File: src/tcc_pkg.sv
package tcc_pkg;

  ////////////////////////////////////////////////////////////////////////////
  // clock and link rates
  localparam int unsigned CLK_HZ      = 40_000_000;
  localparam int unsigned BAUD_110    = 110;
  localparam int unsigned BAUD_150    = 150;
  localparam int unsigned BAUD_300    = 300;
  localparam int unsigned BAUD_600    = 600;
  localparam int unsigned BAUD_1200   = 1200;
  localparam int unsigned CHAR_BITS   = 11;
  localparam int unsigned DIV_W       = 19;

  ////////////////////////////////////////////////////////////////////////////
  // screen geometry
  localparam logic [4:0] LAST_ROW     = 5'h1a;
  localparam logic [6:0] LAST_COL     = 7'h49;

  ////////////////////////////////////////////////////////////////////////////
  // character codes, 7 bits, bit 7 of the i/o path is bit [6]
  localparam logic [6:0] LEAD_IN_CODE                  = 7'h1b;
  localparam logic [6:0] HOME_COMMAND_CODE             = 7'h12;
  localparam logic [6:0] ROLL_DOWN_CODE                = 7'h1a;
  localparam logic [6:0] ALTERNATE_ROLL_DOWN_CODE      = 7'h0b;
  localparam logic [6:0] ROLL_UP_CODE                  = 7'h0c;
  localparam logic [6:0] FOREGROUND_CLEAR_CODE         = 7'h1d;
  localparam logic [6:0] FULL_CLEAR_CODE               = 7'h1c;
  localparam logic [6:0] CURSOR_ADDRESS_CODE           = 7'h11;
  localparam logic [6:0] FOREGROUND_ENTRY_CODE         = 7'h19;
  localparam logic [6:0] BACKGROUND_ENTRY_CODE         = 7'h15;
  localparam logic [6:0] PRINT_START_CODE              = 7'h0e;
  localparam logic [6:0] TRANSMIT_START_CODE           = 7'h0f;
  localparam logic [6:0] BLINK_ON_CODE                 = 7'h2f;
  localparam logic [6:0] BLINK_OFF_CODE                = 7'h3f;
  localparam logic [6:0] CR_CODE                       = 7'h0d;
  localparam logic [6:0] TAB_CODE                      = 7'h09;
  localparam logic [6:0] INSERT_CODE                   = 7'h16;
  localparam logic [6:0] DELETE_CODE                   = 7'h17;
  localparam logic [6:0] BLANK_CODE                    = 7'h20;
  localparam logic [6:0] XMIT_SYMBOL_CODE              = 7'h04;

  ////////////////////////////////////////////////////////////////////////////
  // register map
  localparam logic [11:0] CTRL_OFS    = 12'h000;
  localparam logic [11:0] STATUS_OFS  = 12'h004;
  localparam logic [5:0]  CTRL_RST    = 6'h00;
  localparam int unsigned CTRL_LOCAL_ECHO = 0;
  localparam int unsigned CTRL_LOCAL_EDIT = 1;
  localparam int unsigned CTRL_FULL_DUP   = 2;
  localparam int unsigned CTRL_BAUD_LSB   = 3;
  localparam int unsigned ST_ROW_LSB      = 8;
  localparam int unsigned ST_BLINK        = 16;
  localparam int unsigned ST_PRINT        = 17;
  localparam int unsigned ST_XMIT         = 18;
  localparam int unsigned ST_FG_ENTRY     = 19;
  localparam int unsigned ST_LEAD         = 20;

  ////////////////////////////////////////////////////////////////////////////
  // baud select and display operations
  typedef enum logic [2:0] {
    BAUD_SEL_110  = 3'b000,
    BAUD_SEL_150  = 3'b001,
    BAUD_SEL_300  = 3'b010,
    BAUD_SEL_600  = 3'b011,
    BAUD_SEL_1200 = 3'b100
  } tcc_baud_t;

  typedef enum logic [3:0] {
    OP_NONE     = 4'b0000,
    OP_WRITE    = 4'b0001,
    OP_ROLL_UP  = 4'b0010,
    OP_ROLL_DN  = 4'b0011,
    OP_CLR_FG   = 4'b0100,
    OP_CLR_ALL  = 4'b0101,
    OP_INSERT   = 4'b0110,
    OP_DELETE   = 4'b0111,
    OP_BLANKING = 4'b1000,
    OP_SEND     = 4'b1001
  } tcc_op_t;

endpackage

File: src/tcc_interp.sv
// The register offsets and the APB register port were chosen for this implementation.
`timescale 1ns/100ps
module tcc_interp
  import tcc_pkg::*;
#(
  parameter int unsigned P_BIT_CYC_110  = CLK_HZ / BAUD_110,
  parameter int unsigned P_BIT_CYC_150  = CLK_HZ / BAUD_150,
  parameter int unsigned P_BIT_CYC_300  = CLK_HZ / BAUD_300,
  parameter int unsigned P_BIT_CYC_600  = CLK_HZ / BAUD_600,
  parameter int unsigned P_BIT_CYC_1200 = CLK_HZ / BAUD_1200
)
(
  // clock and reset
  input  wire logic        clk_sys_in,
  input  wire logic        rst_in,
  // apb slave
  input  wire logic        psel_in,
  input  wire logic        penable_in,
  input  wire logic        pwrite_in,
  input  wire logic [11:0] paddr_in,
  input  wire logic [31:0] pwdata_in,
  output logic      [31:0] prdata_out,
  output logic             pready_out,
  output logic             pslverr_out,
  // character stream
  input  wire logic        rx_valid_in,
  input  wire logic [6:0]  rx_char_in,
  input  wire logic        rx_from_line_in,
  output logic             rx_ready_out,
  // front panel
  input  wire logic        reset_button_in,
  input  wire logic        foreground_clear_key_in,
  output logic             print_lamp_out,
  output logic             xmit_lamp_out,
  output logic             blink_out,
  // display memory
  input  wire logic        mem_bg_in,
  output logic [4:0]       cur_row_out,
  output logic [6:0]       cur_col_out,
  output logic             op_valid_out,
  output logic [3:0]       op_code_out,
  output logic [6:0]       op_char_out,
  output logic             op_bg_out
);

  ////////////////////////////////////////////////////////////////////////////
  // types and functions
  typedef enum logic [3:0] {
    S_IDLE   = 4'b0000,
    S_LEAD   = 4'b0001,
    S_ADDR1  = 4'b0010,
    S_ADDR2  = 4'b0011,
    S_WAITBG = 4'b0100,
    S_ROLL   = 4'b0101,
    S_TAB_BG = 4'b0110,
    S_TAB_FG = 4'b0111,
    S_PRINT  = 4'b1000,
    S_SCAN   = 4'b1001
  } tcc_state_t;

  typedef enum logic [1:0] {
    P_CHAR = 2'b00,
    P_CR   = 2'b01,
    P_INS  = 2'b10,
    P_DEL  = 2'b11
  } tcc_pend_t;

  function automatic logic is_cmd(input logic [6:0] c);
    is_cmd = (c == HOME_COMMAND_CODE) || (c == ROLL_DOWN_CODE) ||
             (c == ALTERNATE_ROLL_DOWN_CODE) || (c == ROLL_UP_CODE) ||
             (c == FOREGROUND_CLEAR_CODE) || (c == FULL_CLEAR_CODE) ||
             (c == CURSOR_ADDRESS_CODE) || (c == FOREGROUND_ENTRY_CODE) ||
             (c == BACKGROUND_ENTRY_CODE) || (c == PRINT_START_CODE) ||
             (c == TRANSMIT_START_CODE);
  endfunction

  function automatic logic at_end(input logic [4:0] r, input logic [6:0] c);
    at_end = (r == LAST_ROW) && (c == LAST_COL);
  endfunction

  ////////////////////////////////////////////////////////////////////////////
  // state
  tcc_state_t  state_r;
  tcc_pend_t   pend_r;
  logic [5:0]  ctrl_r;
  logic [4:0]  row_r;
  logic [6:0]  col_r;
  logic [6:0]  char_r;
  logic        line_r;
  logic        fg_entry_r;
  logic        blink_r;
  logic        print_r;
  logic        xmit_r;
  logic        key_pend_r;
  logic        scan_wait_r;
  logic        sym2_r;
  logic        ready_r;
  logic        op_valid_r;
  tcc_op_t     op_code_r;
  logic [6:0]  op_char_r;
  logic        op_bg_r;
  logic [DIV_W-1:0] div_r;
  logic [3:0]  bitcnt_r;
  logic        char_tick_r;
  logic [31:0] prdata_r;
  logic        pready_r;
  logic        pslverr_r;

  ////////////////////////////////////////////////////////////////////////////
  // decode
  wire logic       accept      = rx_valid_in && ready_r;
  wire logic       end_pos     = at_end(row_r, col_r);
  wire logic       local_echo  = ctrl_r[CTRL_LOCAL_ECHO];
  wire logic       local_edit  = ctrl_r[CTRL_LOCAL_EDIT];
  wire logic       full_dup    = ctrl_r[CTRL_FULL_DUP];
  wire logic [2:0] baud_sel    = ctrl_r[CTRL_BAUD_LSB +: 3];
  wire logic       entry_bg    = !fg_entry_r || (full_dup && line_r);
  wire logic       protect     = local_edit && mem_bg_in && !line_r;
  wire logic [6:0] next_col    = (col_r == LAST_COL) ? 7'h00 : col_r + 7'h01;
  wire logic [4:0] next_row    = (col_r == LAST_COL) ? row_r + 5'h01 : row_r;
  wire logic [6:0] addr_col    = (rx_char_in > LAST_COL) ? LAST_COL : rx_char_in;
  wire logic [4:0] addr_row    = (rx_char_in[4:0] > LAST_ROW) ? LAST_ROW : rx_char_in[4:0];
  wire logic       apb_setup   = psel_in && !penable_in;
  wire logic       apb_wr      = psel_in && penable_in && pready_r && pwrite_in;
  wire logic       hit_ctrl    = paddr_in == CTRL_OFS;
  wire logic       hit_status  = paddr_in == STATUS_OFS;
  wire logic [DIV_W-1:0] bit_cyc =
    (baud_sel == BAUD_SEL_150)  ? DIV_W'(P_BIT_CYC_150)  :
    (baud_sel == BAUD_SEL_300)  ? DIV_W'(P_BIT_CYC_300)  :
    (baud_sel == BAUD_SEL_600)  ? DIV_W'(P_BIT_CYC_600)  :
    (baud_sel == BAUD_SEL_1200) ? DIV_W'(P_BIT_CYC_1200) : DIV_W'(P_BIT_CYC_110);
  wire logic [31:0] status_word = {11'h000, state_r == S_LEAD, fg_entry_r, xmit_r, print_r,
                                   blink_r, 3'h0, row_r, 1'b0, col_r};

  ////////////////////////////////////////////////////////////////////////////
  // apb slave, zero wait states
  always_ff @(posedge clk_sys_in or posedge rst_in)
  begin
    if (rst_in)
    begin
      pready_r  <= 1'b0;
      pslverr_r <= 1'b0;
      prdata_r  <= 32'h0000_0000;
      ctrl_r    <= CTRL_RST;
    end
    else
    begin
      pready_r  <= apb_setup;
      pslverr_r <= apb_setup && !hit_ctrl && !hit_status;
      prdata_r  <= !apb_setup ? prdata_r :
                   hit_ctrl ? {26'h0000000, ctrl_r} :
                   hit_status ? status_word : 32'h0000_0000;
      if (apb_wr && hit_ctrl)
        ctrl_r <= pwdata_in[5:0];
    end
  end

  ////////////////////////////////////////////////////////////////////////////
  // character-time enable from the baud divider
  always_ff @(posedge clk_sys_in or posedge rst_in)
  begin
    if (rst_in)
    begin
      div_r       <= '0;
      bitcnt_r    <= 4'h0;
      char_tick_r <= 1'b0;
    end
    else
    begin
      char_tick_r <= 1'b0;
      if (div_r >= bit_cyc - DIV_W'(1))
      begin
        div_r <= '0;
        if (bitcnt_r == 4'(CHAR_BITS - 1))
        begin
          bitcnt_r    <= 4'h0;
          char_tick_r <= 1'b1;
        end
        else
          bitcnt_r <= bitcnt_r + 4'h1;
      end
      else
        div_r <= div_r + DIV_W'(1);
    end
  end

  ////////////////////////////////////////////////////////////////////////////
  // interpreter
  task automatic emit(input tcc_op_t op, input logic [6:0] c, input logic bg);
    op_valid_r <= 1'b1;
    op_code_r  <= op;
    op_char_r  <= c;
    op_bg_r    <= bg;
  endtask

  task automatic home();
    row_r <= 5'h00;
    col_r <= 7'h00;
  endtask

  always_ff @(posedge clk_sys_in or posedge rst_in)
  begin
    if (rst_in)
    begin
      state_r     <= S_IDLE;
      pend_r      <= P_CHAR;
      row_r       <= 5'h00;
      col_r       <= 7'h00;
      char_r      <= 7'h00;
      line_r      <= 1'b0;
      fg_entry_r  <= 1'b0;
      blink_r     <= 1'b0;
      print_r     <= 1'b0;
      xmit_r      <= 1'b0;
      key_pend_r  <= 1'b0;
      scan_wait_r <= 1'b0;
      sym2_r      <= 1'b0;
      ready_r     <= 1'b0;
      op_valid_r  <= 1'b0;
      op_code_r   <= OP_NONE;
      op_char_r   <= 7'h00;
      op_bg_r     <= 1'b0;
    end
    else
    begin
      op_valid_r <= 1'b0;
      ready_r    <= 1'b0;
      if (foreground_clear_key_in)
        key_pend_r <= 1'b1;
      if (reset_button_in)
        fg_entry_r <= 1'b0;
      unique case (state_r)
        S_IDLE:
        begin
          ready_r <= 1'b1;
          if (accept)
          begin
            char_r <= rx_char_in;
            line_r <= rx_from_line_in;
            if (rx_char_in == LEAD_IN_CODE)
              state_r <= S_LEAD;
            else if (rx_char_in == TAB_CODE)
            begin
              ready_r <= 1'b0;
              if (!end_pos)
              begin
                state_r     <= S_TAB_BG;
                scan_wait_r <= 1'b1;
                row_r       <= next_row;
                col_r       <= next_col;
              end
            end
            else if (rx_char_in >= BLANK_CODE || is_cmd(rx_char_in) ||
                     rx_char_in == CR_CODE || rx_char_in == INSERT_CODE ||
                     rx_char_in == DELETE_CODE)
            begin
              ready_r <= 1'b0;
              state_r <= S_WAITBG;
              pend_r  <= (rx_char_in == CR_CODE) ? P_CR :
                         (rx_char_in == INSERT_CODE) ? P_INS :
                         (rx_char_in == DELETE_CODE) ? P_DEL : P_CHAR;
              if (is_cmd(rx_char_in))
                char_r <= BLANK_CODE;
            end
          end
          else if (key_pend_r && !foreground_clear_key_in)
          begin
            key_pend_r <= 1'b0;
            emit(OP_CLR_FG, 7'h00, 1'b0);
            home();
          end
        end
        S_LEAD:
        begin
          ready_r <= 1'b1;
          if (accept)
          begin
            state_r <= S_IDLE;
            unique case (rx_char_in)
              HOME_COMMAND_CODE: home();
              ROLL_DOWN_CODE, ALTERNATE_ROLL_DOWN_CODE:
                emit(OP_ROLL_DN, 7'h00, 1'b0);
              ROLL_UP_CODE: emit(OP_ROLL_UP, 7'h00, 1'b0);
              FOREGROUND_CLEAR_CODE:
              begin
                emit(OP_CLR_FG, 7'h00, 1'b0);
                home();
              end
              FULL_CLEAR_CODE:
              begin
                emit(OP_CLR_ALL, 7'h00, 1'b0);
                home();
              end
              CURSOR_ADDRESS_CODE:
              begin
                home();
                state_r <= S_ADDR1;
              end
              BLINK_ON_CODE: blink_r <= 1'b1;
              BLINK_OFF_CODE: blink_r <= 1'b0;
              FOREGROUND_ENTRY_CODE: fg_entry_r <= 1'b1;
              BACKGROUND_ENTRY_CODE: fg_entry_r <= 1'b0;
              PRINT_START_CODE:
              begin
                ready_r <= 1'b0;
                print_r <= 1'b1;
                sym2_r  <= 1'b0;
                state_r <= S_PRINT;
              end
              TRANSMIT_START_CODE:
              begin
                ready_r     <= 1'b0;
                xmit_r      <= 1'b1;
                scan_wait_r <= 1'b1;
                home();
                state_r     <= S_SCAN;
              end
              default: ;
            endcase
          end
        end
        S_ADDR1:
        begin
          ready_r <= 1'b1;
          if (accept)
          begin
            col_r   <= addr_col;
            state_r <= S_ADDR2;
          end
        end
        S_ADDR2:
        begin
          ready_r <= 1'b1;
          if (accept)
          begin
            row_r   <= addr_row;
            state_r <= S_IDLE;
          end
        end
        S_WAITBG:
        begin
          state_r <= S_IDLE;
          ready_r <= 1'b1;
          unique case (pend_r)
            P_CHAR:
            begin
              if (!protect)
                emit(OP_WRITE, char_r, entry_bg);
              if (!end_pos)
              begin
                row_r <= next_row;
                col_r <= next_col;
              end
              else if (local_echo)
              begin
                ready_r <= 1'b0;
                state_r <= S_ROLL;
              end
            end
            P_CR:
            begin
              if (row_r != LAST_ROW)
              begin
                row_r <= row_r + 5'h01;
                col_r <= 7'h00;
              end
              else if (local_echo)
              begin
                ready_r <= 1'b0;
                state_r <= S_ROLL;
              end
            end
            P_INS: emit(mem_bg_in ? OP_BLANKING : OP_INSERT, 7'h00, 1'b0);
            P_DEL: emit(mem_bg_in ? OP_BLANKING : OP_DELETE, 7'h00, 1'b0);
          endcase
        end
        S_ROLL:
        begin
          emit(OP_ROLL_UP, 7'h00, 1'b0);
          col_r   <= 7'h00;
          ready_r <= 1'b1;
          state_r <= S_IDLE;
        end
        S_TAB_BG, S_TAB_FG:
        begin
          scan_wait_r <= !scan_wait_r;
          if (!scan_wait_r)
          begin
            if (state_r == S_TAB_FG && !mem_bg_in)
            begin
              ready_r <= 1'b1;
              state_r <= S_IDLE;
            end
            else if (end_pos)
            begin
              ready_r <= 1'b1;
              state_r <= S_IDLE;
            end
            else
            begin
              if (mem_bg_in)
                state_r <= S_TAB_FG;
              row_r <= next_row;
              col_r <= next_col;
            end
          end
        end
        S_PRINT:
        begin
          emit(OP_WRITE, XMIT_SYMBOL_CODE, 1'b0);
          sym2_r <= 1'b1;
          if (!end_pos)
          begin
            row_r <= next_row;
            col_r <= next_col;
          end
          if (sym2_r)
          begin
            home();
            scan_wait_r <= 1'b1;
            state_r     <= S_SCAN;
          end
        end
        S_SCAN:
        begin
          if (scan_wait_r)
            scan_wait_r <= 1'b0;
          else if (xmit_r && mem_bg_in)
          begin
            scan_wait_r <= 1'b1;
            if (end_pos)
            begin
              xmit_r  <= 1'b0;
              ready_r <= 1'b1;
              state_r <= S_IDLE;
            end
            else
            begin
              row_r <= next_row;
              col_r <= next_col;
            end
          end
          else if (char_tick_r)
          begin
            emit(OP_SEND, 7'h00, mem_bg_in);
            scan_wait_r <= 1'b1;
            if (end_pos)
            begin
              xmit_r  <= 1'b0;
              print_r <= 1'b0;
              ready_r <= 1'b1;
              state_r <= S_IDLE;
            end
            else
            begin
              row_r <= next_row;
              col_r <= next_col;
            end
          end
        end
        default:
        begin
          ready_r <= 1'b1;
          state_r <= S_IDLE;
        end
      endcase
    end
  end

  ////////////////////////////////////////////////////////////////////////////
  // outputs
  assign prdata_out     = prdata_r;
  assign pready_out     = pready_r;
  assign pslverr_out    = pslverr_r;
  assign rx_ready_out   = ready_r;
  assign print_lamp_out = print_r;
  assign xmit_lamp_out  = xmit_r;
  assign blink_out      = blink_r;
  assign cur_row_out    = row_r;
  assign cur_col_out    = col_r;
  assign op_valid_out   = op_valid_r;
  assign op_code_out    = op_code_r;
  assign op_char_out    = op_char_r;
  assign op_bg_out      = op_bg_r;

endmodule

File: config.mk
export PLATFORM = sky130hd
export DESIGN_NAME = tcc_interp
export DESIGN_NICKNAME = d
export VERILOG_FILES = /design/src/tcc_pkg.sv /design/src/tcc_interp.sv
export SDC_FILE = /design/constraint.sdc
export NUM_CORES = 1
export LEC_CHECK = 0
export BUFFER_PORTS_ARGS = -buffer_cell sky130_fd_sc_hd__buf_2
export CAP_MARGIN = 20
export CORE_UTILIZATION = 50
export CTS_CLUSTER_DIAMETER = 150
export DETAILED_ROUTE_END_ITERATION = 8
export PLACE_DENSITY = 0.71
export SLEW_MARGIN = 20
export SYNTH_ARGS = -nofsm -noshare
export SYNTH_HDL_FRONTEND = slang
export SYNTH_SLANG_ARGS = --single-unit
File: constraint.sdc
create_clock -name clk_sys_in -period 6.45 [get_ports clk_sys_in]
set_input_delay 0.9675 -clock clk_sys_in [delete_from_list [all_inputs] [get_ports clk_sys_in]]
set_output_delay 0.9675 -clock clk_sys_in [all_outputs]
set_load 0.005 [all_outputs]
# Word level (Yosys, flattened, before mapping)

Cells that the tools add are included.

Logic and storage cells: 347
Input bits: 61
Output and inout bits: 63
Bits in registers: 111

$add $sub $neg: 5
Order comparisons: 4
Equal/unequal tests: 72
Bitwise logic cells: 2
Reduce and logical (&&, ||, !) cells: 69
Mux-type cells: 170

Operators with widths:

| kind                    | number |
|---|---|
| $mux W7                 | 28 |
| $mux W4                 | 28 |
| $mux W19                | 5 |
| $mux W5                 | 17 |
| $eq A7 B5 Y1 const B    | 10 |
| $mux W1                 | 61 |
| $pmux W7 S8             | 1 |
| $eq A7 B4 Y1 const B    | 6 |
| $mux W21                | 2 |
| $pmux W7 S6             | 1 |
| $ne A2 B2 Y1 const B    | 18 |
| $pmux W5 S7             | 1 |
| $pmux W4 S8             | 1 |
| $reduce_and A10 Y1      | 3 |
| $pmux W7 S2             | 2 |
| $reduce_and A13 Y1      | 2 |
| $pmux W4 S3             | 2 |
| $pmux W4 S6             | 1 |
| $add A19 B1 Y19 const B | 1 |
| $ge A19 B19 Y1          | 1 |
| $sub A19 B1 Y19 const B | 1 |
| $ne A3 B3 Y1 const B    | 6 |
| $eq A4 B3 Y1 const B    | 4 |
| $pmux W1 S2             | 8 |
| 51 further kinds        | 112 |

# Logic depth before layout (Yosys ltp)

Gate-level depths: netlist of the first run.

Word-level depth: 20
Depth in mapped cells: 13
Gate-level depth less buffers: 12

# Worst setup path before layout of the first run

Ideal clock, no wire load.

Kind: input to register
Start point: in rx_char_in[5]
End point: reg row_r[1] (netlist: cur_row_out[1])
Required time: 6329 ps
Arrival time: 2840 ps
Cell stages on the path: 8
Buffers on the path: 2
Slack: 3489 ps
Library setup time: 121 ps
Path through: buf_2 or3b_1 buf_2 nor4_2 o32ai_2 nor4_4 o21ai_0 a22o_1

Word-level cells in the longest chain between the ends: 4
Elaborated cells between the ends (all ways): 12
Those cells by class: eq/ne: 10; reduce/logical: 2

RTL lines:

| what                                         | line              | source |
|---|---|---|
| from (decl)                                  | tcc_interp.sv:27  | `input wire logic [6:0] rx_char_in,` |
| $eq A7 B5 Y1 or $eq A7 B4 Y1 (tied branches) | tcc_interp.sv:279 | `unique case (rx_char_in)` |
| $reduce_or A5 Y1 (no source line)            | n/a               |  |
| $ne A2 B2 Y1 (no source line)                | n/a               |  |
| $reduce_and A13 Y1 (no source line) (*)      | n/a               |  |
| to (signal assigned)                         | tcc_interp.sv:336 | `row_r <= addr_row;` |
| to (signal assigned)                         | tcc_interp.sv:351 | `row_r <= next_row;` |
| to (signal assigned)                         | tcc_interp.sv:364 | `row_r <= row_r + 5'h01;` |
| to (decl)                                    | tcc_interp.sv:86  | `logic [4:0] row_r;` |

Mark *: on every way between the ends. The rest lies on a longest branch, timed or not.
A chain may end at the register's enable or synchronous reset.

# Worst setup path in the final report of the first run

Start point: reg ctrl_r[5]
End point: reg bitcnt_r[3]

Word-level cells in the longest chain between the ends: 7
Elaborated cells between the ends (all ways): 10
Those cells by class: add/sub: 1; order compare: 1; eq/ne: 4; mux: 4

RTL lines:

| what                   | line              | source |
|---|---|---|
| from (decl)            | tcc_interp.sv:85  | `logic [5:0] ctrl_r;` |
| from (signal assigned) | tcc_interp.sv:154 | `ctrl_r <= pwdata_in[5:0];` |
| $eq A3 B3 Y1           | tcc_interp.sv:131 | `(baud_sel == BAUD_SEL_1200) ? DIV_W'(P_BIT_CYC_1200) : DIV_W'(P_BIT_CYC_110);` |
| $mux W19               | tcc_interp.sv:131 |  |
| $mux W19               | tcc_interp.sv:130 | `(baud_sel == BAUD_SEL_600) ? DIV_W'(P_BIT_CYC_600) :` |
| $mux W19               | tcc_interp.sv:129 | `(baud_sel == BAUD_SEL_300) ? DIV_W'(P_BIT_CYC_300) :` |
| $mux W19 (*)           | tcc_interp.sv:128 | `(baud_sel == BAUD_SEL_150) ? DIV_W'(P_BIT_CYC_150) :` |
| $sub A19 B1 Y19 (*)    | tcc_interp.sv:171 | `if (div_r >= bit_cyc - DIV_W'(1))` |
| $ge A19 B19 Y1 (*)     | tcc_interp.sv:171 |  |
| to (signal assigned)   | tcc_interp.sv:180 | `bitcnt_r <= bitcnt_r + 4'h1;` |
| to (decl)              | tcc_interp.sv:103 | `logic [3:0] bitcnt_r;` |

Marks and branches as above.

==> metrics.csv, run 1 <==
metric,value,unit
status,"finished, final reports clean",
chipHeight,112.5,um
critical_path.endpoint,bitcnt_r[3]$_DFFE_PP0N_,
clock_latency,350,ps
portBuffers,82,
highest_layer,met4,
cp.required,6680,ps
cp-end-kind,register,
clockRootBuffer,clkbuf_16,
maxSlewViolCount,0,
diodes,0,
clk_pin_slew_worst_paths,70,ps
setup_tns,0,ps
multi_input_area,0.003388,sq mm
synth_most_common_cell,dfrtp_1,
rsz0062_at_grt,false,
arrival,3850,ps
utilization,58.46,%
initial_core_util,52.30,%
core_area,0.01166,sq mm
syn_inst,683,
drv_cap,0,
wl_met3,906,um
cts.sinks,96,
placed_cells,870,
r2r_slack,2840,ps
wl_per_cell,17.55,um
nNetsFinal,822,
synth_edf_count,0,
p_leak,3.179,nW
cts_tree,built,
worst_r2r_path_depth,13,
die-width,112.5,um
synthFlopType,dfrtp_1,
fin_area,0.006818,sq mm
hold_start,op_char_out[0]$_DFFE_PP0P_,
dr.pass1.iters,5,
place_congestion,0.8994,
yosysTopAreaCell,dfrtp_1,
r2r-end,bitcnt_r[3]$_DFFE_PP0N_,
clk_path_buf_depth,2,
yosysSeqAreaShare,39.38,%
syn_area,0.006100,sq mm
setup_ws,2835,ps
wirelength,15530,um
cts_buffers,9,
wl_met1,7016,um
fmax,0.2766,GHz
post-place-ws,2882,ps
post_drt_via_cell_ratio,6.218,
cts_hold_buffers,0,
finalHoldViolations,0,
synth_cell_types,65,
async_flop_share,100.0,%
ios,124,
syn_area_per_cell,8.931,sq um
area_growth_syn_to_layout,11.77,%
hold_ws,473.4,ps
fp.dieArea,0.01265,sq mm
cts_setup_buffers,0,
grt_max_degree,50,
crit_fanout,19,
drc,0,
crit_start,ctrl_r[5]$_DFFE_PP0P_,
rows,39,
htreeDepth,3,
start_kind,register,
ys_warn_count,0,
grt_pass1_vias,5180,
total_power,1.907,mW
clock_skew,10.11,ps
synthDominantCellAreaShare,39.38,%
dpl.hpwl,11260,um
wl_met2,7156,um
ant_nets,0,
antenna_found_initial,0,
drtIter0Drc,460,
drive_above_1_share,17.65,%
ir_worst_vdd,0.1287,mV
ys_top_cells_by_count,"dfrtp_1, nand2_1, nor2_1",
hold_class,register to register,
cts_resized,0,
setup_viol,0,
synth.area.top_cells,"dfrtp_1, nand2_1, ha_1",
r2r_start,ctrl_r[5]$_DFFE_PP0P_,
route.vias.total,5503,
min_period_over_period,56.05,%
period_needed,3615,ps
p_per_area,279.7,mW/mm^2
seqCellArea,0.002402,sq mm
worst_pin_slew,956.4,ps
path_class,register to register,
grt_pass1_wl,25520,um
max_slew_margin,34.59,%
n_fill_cell,1042,
overflow,0,
placed_cell_area,0.006507,sq mm
track_usage,25.35,%
ys_ff_latch,96,
stdcell_count,885,
worst min-delay path by stage:
stage | to | slack (ps) | cells past startpoint
detailed placement | op_code_out[3]$_DFFE_PP0P_ | 460 | 1
finish | op_char_out[0]$_DFFE_PP0P_ | 470 | 2
global placement | op_char_out[1]$_DFFE_PP0P_ | 460 | 2
floorplan | char_r[6]$_DFFE_PP0P_ | 450 | 2
CTS | op_code_out[3]$_DFFE_PP0P_ | 470 | 1
global route | op_char_out[2]$_DFFE_PP0P_ | 490 | 2
metal layers:
layer / GRT usage [%] / vias up
met3: 4.158 / 36
met5: 0 / -
met2: 39.88 / 238
met1: 34.27 / 2644
met4: 12.00 / 0
li1: - / 2585
cell families after synthesis:
| family | after synthesis | synth area share (%) |
|---|---|---|
| other | 1 | 0.06148 |
| buffers and inverters | 82 | 6.256 |
| and+or+nand+nor | 251 | 21.78 |
| adders and majority gates | 23 | 4.718 |
| AOI/OAI and AO/OA | 191 | 21.56 |
| xor gates and xnor gates | 23 | 3.303 |
| muxes | 16 | 2.933 |
| DFF | 96 | 39.38 |
worst max-delay path, stage by stage, from the launching register on:
cell and delay (ps):
dfrtp_1 480, nand2b_1 170, nor2_1 70, a21oi_1 340, ha_1 260, xnor2_1 150
ha_1 300, a21oi_1 140, a211oi_1 80, a2111oi_0 450, o22ai_1 310, buf_4 290
and3_1 180, a221o_1 250
registers in the layout (all words and copies together), names as in the netlist, 2 cells and up:
register and cells:
op_code_out 4, prdata_out 17, op_char_out 7, state_r 4, cur_col_out 7, char_r 7
ctrl_r 6, pend_r 2, cur_row_out 5, bitcnt_r 4, div_r 19
layout make-up:
type | instances | share of cell area [%]
clock buffer | 11 | 3.560
clock inverter | 4 | 0.7891
tap | 143 | 2.624
inverter | 23 | 1.303
sequential | 96 | 35.24
timing repair buffer | 89 | 6.790
multi-input combinational | 519 | 49.70
cell usage in the layout (no fill, tap or decap), types with 7 or more instances in the layout:
cell and n:
o31ai_1 11, dfrtp_1 96, nand2b_1 15, clkbuf_16 9
xnor2_1 8, nand3_1 20, and3_1 7, xor2_1 15
a22oi_1 9, nand2_1 77, a21oi_1 30, nor2b_1 8
and2_1 8, o41ai_1 7, nor2_1 49, inv_1 21
a22o_1 28, conb_1 15, nor3_1 8, o21ai_0 47
buf_2 82, nor4_1 9, ha_1 23, nand4_1 13
buf_4 7, mux2_2 15, a211oi_1 7, or3_1 7
report_power, final:
part	switching [mW]	internal (mW)	total [mW]
Clock	0.228	0.310	0.539
Sequential	0.0953	0.683	0.778
Combinational	0.347	0.243	0.590
Note: power is estimated with default switching activity, not from simulation.
==> run 2: changes to the inputs <==
Settings changed: PLACE_DENSITY 0.71 to 0.74.
Clock period 6.45 ns to 3.1 ns, I/O delays scaled along.
==> metrics.csv, run 2 (synthesis results as in run 1) <==
metric,value,unit,change
crit_fanout,7,,-12
placed_cells,898,,+3.2%
grt_pass1_vias,5270,,+1.7%
rows,39,,unchanged
layout_common_cells,"dfrtp_1, buf_2, nand2_1",,
max_slew_margin,41.21,%,+6.6 points
grt.busiest_layer,met2,,
track_usage,26.17,%,+0.82 points
min_period_over_period,94.89,%,+39 points
ios,124,,unchanged
start_kind,register,,
die-width,112.5,um,unchanged
clockRootBuffer,clkbuf_16,,
nNetsFinal,853,,+3.8%
portBuffers,82,,unchanged
core_area,0.01166,sq mm,unchanged
ant_nets,0,,unchanged
largest-register,div_r,,
status,"finished, final reports clean",,
fin_area,0.007072,sq mm,+3.7%
cts_hold_buffers,0,,unchanged
finalHoldViolations,0,,unchanged
clock_skew,7.798,ps,-2.312 ps
placed_cell_area,0.006711,sq mm,+3.1%
htreeDepth,3,,unchanged
chipHeight,112.5,um,unchanged
worst_pin_slew,859.6,ps,-96.85 ps
rsz0062_at_grt,false,,
cts.sinks,96,,unchanged
layout_commonest_cell,dfrtp_1,,
area_growth_syn_to_layout,15.94,%,
r2r_slack,160,ps,-2680 ps
crit_chain,nand2b_1 -> nor2_2 -> a21oi_1 -> ha_1 -> xnor2_1 -> ha_1 -> nand3_1 -> nor4_2 -> a21oi_1 -> o22ai_2 -> buf_6 -> nand3_1 -> a221o_1,,
dr.pass1.iters,7,,+2
wl_per_cell,17.41,um,-0.77%
largest_register_ffs,19,,unchanged
slowest_stage,dfrtp_1,,
p_leak,3.351,nW,+5.4%
drive_above_1_share,21.71,%,+4.1 points
grt_max_degree,55,,+10%
ir_worst_vdd,0.2682,mV,+110%
setup_ws,158.4,ps,-2677 ps
clock_latency,350,ps,about the same
fp.dieArea,0.01265,sq mm,unchanged
cp_top_family,compound AO/OA/AOI/OAI gates,,
grt_use_met2,41.08,%,+1.2 points
cts_tree,built,,
worst_r2r_path_depth,13,,unchanged
fmax,0.3400,GHz,+23%
place_congestion,0.9449,,+5.1%
drtIter0Drc,576,,+25%
drc,0,,unchanged
clk_pin_slew_worst_paths,70,ps,about the same
post-place-ws,-18.83,ps,-2901 ps
r2r_start,ctrl_r[5]$_DFFE_PP0P_,,
cts_buffers,9,,unchanged
max_stage_delay,430,ps,-50 ps
n_fill_cell,952,,-8.6%
cp.required,3340,ps,-3340 ps
use_met3,4.914,%,+0.76 points
dpl.hpwl,11740,um,+4.3%
maxSlewViolCount,0,,unchanged
period_needed,2942,ps,-673.4 ps
arrival,3180,ps,-670 ps
overflow,0,,unchanged
cp-end-kind,register,,
clk_path_buf_depth,2,,unchanged
diodes,0,,unchanged
drv_cap,0,,unchanged
antenna_found_initial,0,,unchanged
hold_class,input port to async pin,,
initial_core_util,52.30,%,unchanged
total_power,4.063,mW,+110%
path_buf_inv,1,,unchanged
path_class,register to register,,
p_per_area,574.5,mW/mm^2,+110%
route.vias.total,5610,,+1.9%
setup_viol,0,,unchanged
met1_usage,35.44,%,+1.2 points
post_drt_via_cell_ratio,6.118,,-1.6%
r2r-end,bitcnt_r[3]$_DFFE_PP0N_,,
grt_pass1_wl,26300,um,+3.1%
wirelength,15970,um,+2.8%
stdcell_count,917,,+3.6%
## run 2: how the worst max path moves through the flow
stage / startpoint / to / cells after the start
2_1_floorplan: rst_in / bitcnt_r[0]$_DFFE_PP0N_ / 1
3_3_place_gp: ctrl_r[5]$_DFFE_PP0P_ / bitcnt_r[3]$_DFFE_PP0N_ / 13
3_5_place_dp: ctrl_r[5]$_DFFE_PP0P_ / bitcnt_r[3]$_DFFE_PP0N_ / 13
4_1_cts: ctrl_r[5]$_DFFE_PP0P_ / bitcnt_r[3]$_DFFE_PP0N_ / 13
5_1_grt: ctrl_r[5]$_DFFE_PP0P_ / bitcnt_r[3]$_DFFE_PP0N_ / 13
6_report: ctrl_r[5]$_DFFE_PP0P_ / bitcnt_r[3]$_DFFE_PP0N_ / 13
## run 2: final cells by class
class	instances	area (sq um)	area share, %
repair buffers	120	699.4	9.890
clock inverters	6	66.31	0.9377
flip-flops and latches	96	2404	33.99
clock buffers	10	239.0	3.379
well taps	143	178.9	2.530
multi-input cells	519	3396	48.02
inverters	23	88.84	1.256
## run 2: routing by layer
layer | routed length [um] | vias to the layer above | share of wire (%)
met5 | 0 | - | 0
met4 | 397 | 0 | 2.5
met3 | 1105 | 37 | 6.9
met2 | 7401 | 239 | 46
met1 | 7064 | 2690 | 44
li1 | - | 2644 | -
## run 2: per-stage QoR
step	utilization, %	setup TNS, ps	hold slack, ps
after floorplan	-	0	445.9
after global placement	57.55	0	455.3
after detailed placement	57.55	-18.83	465.0
after CTS	60.22	0	246.1
after global routing	60.64	0	281.2
final	60.64	0	227.2
## run 2: timing repair
action / CTS / global route
resized for setup: 1 / 8
gates cloned: 0 / 0
endpoints found under the setup margin: 2 / 24
pin swaps: 0 / 2
buffers inserted: 0 / 3
## run 2: power breakdown
group	switching (mW)	total [mW]	internal, mW
sequential	0.188	1.61	1.42
combinational	0.737	1.31	0.568
clock	0.497	1.15	0.650
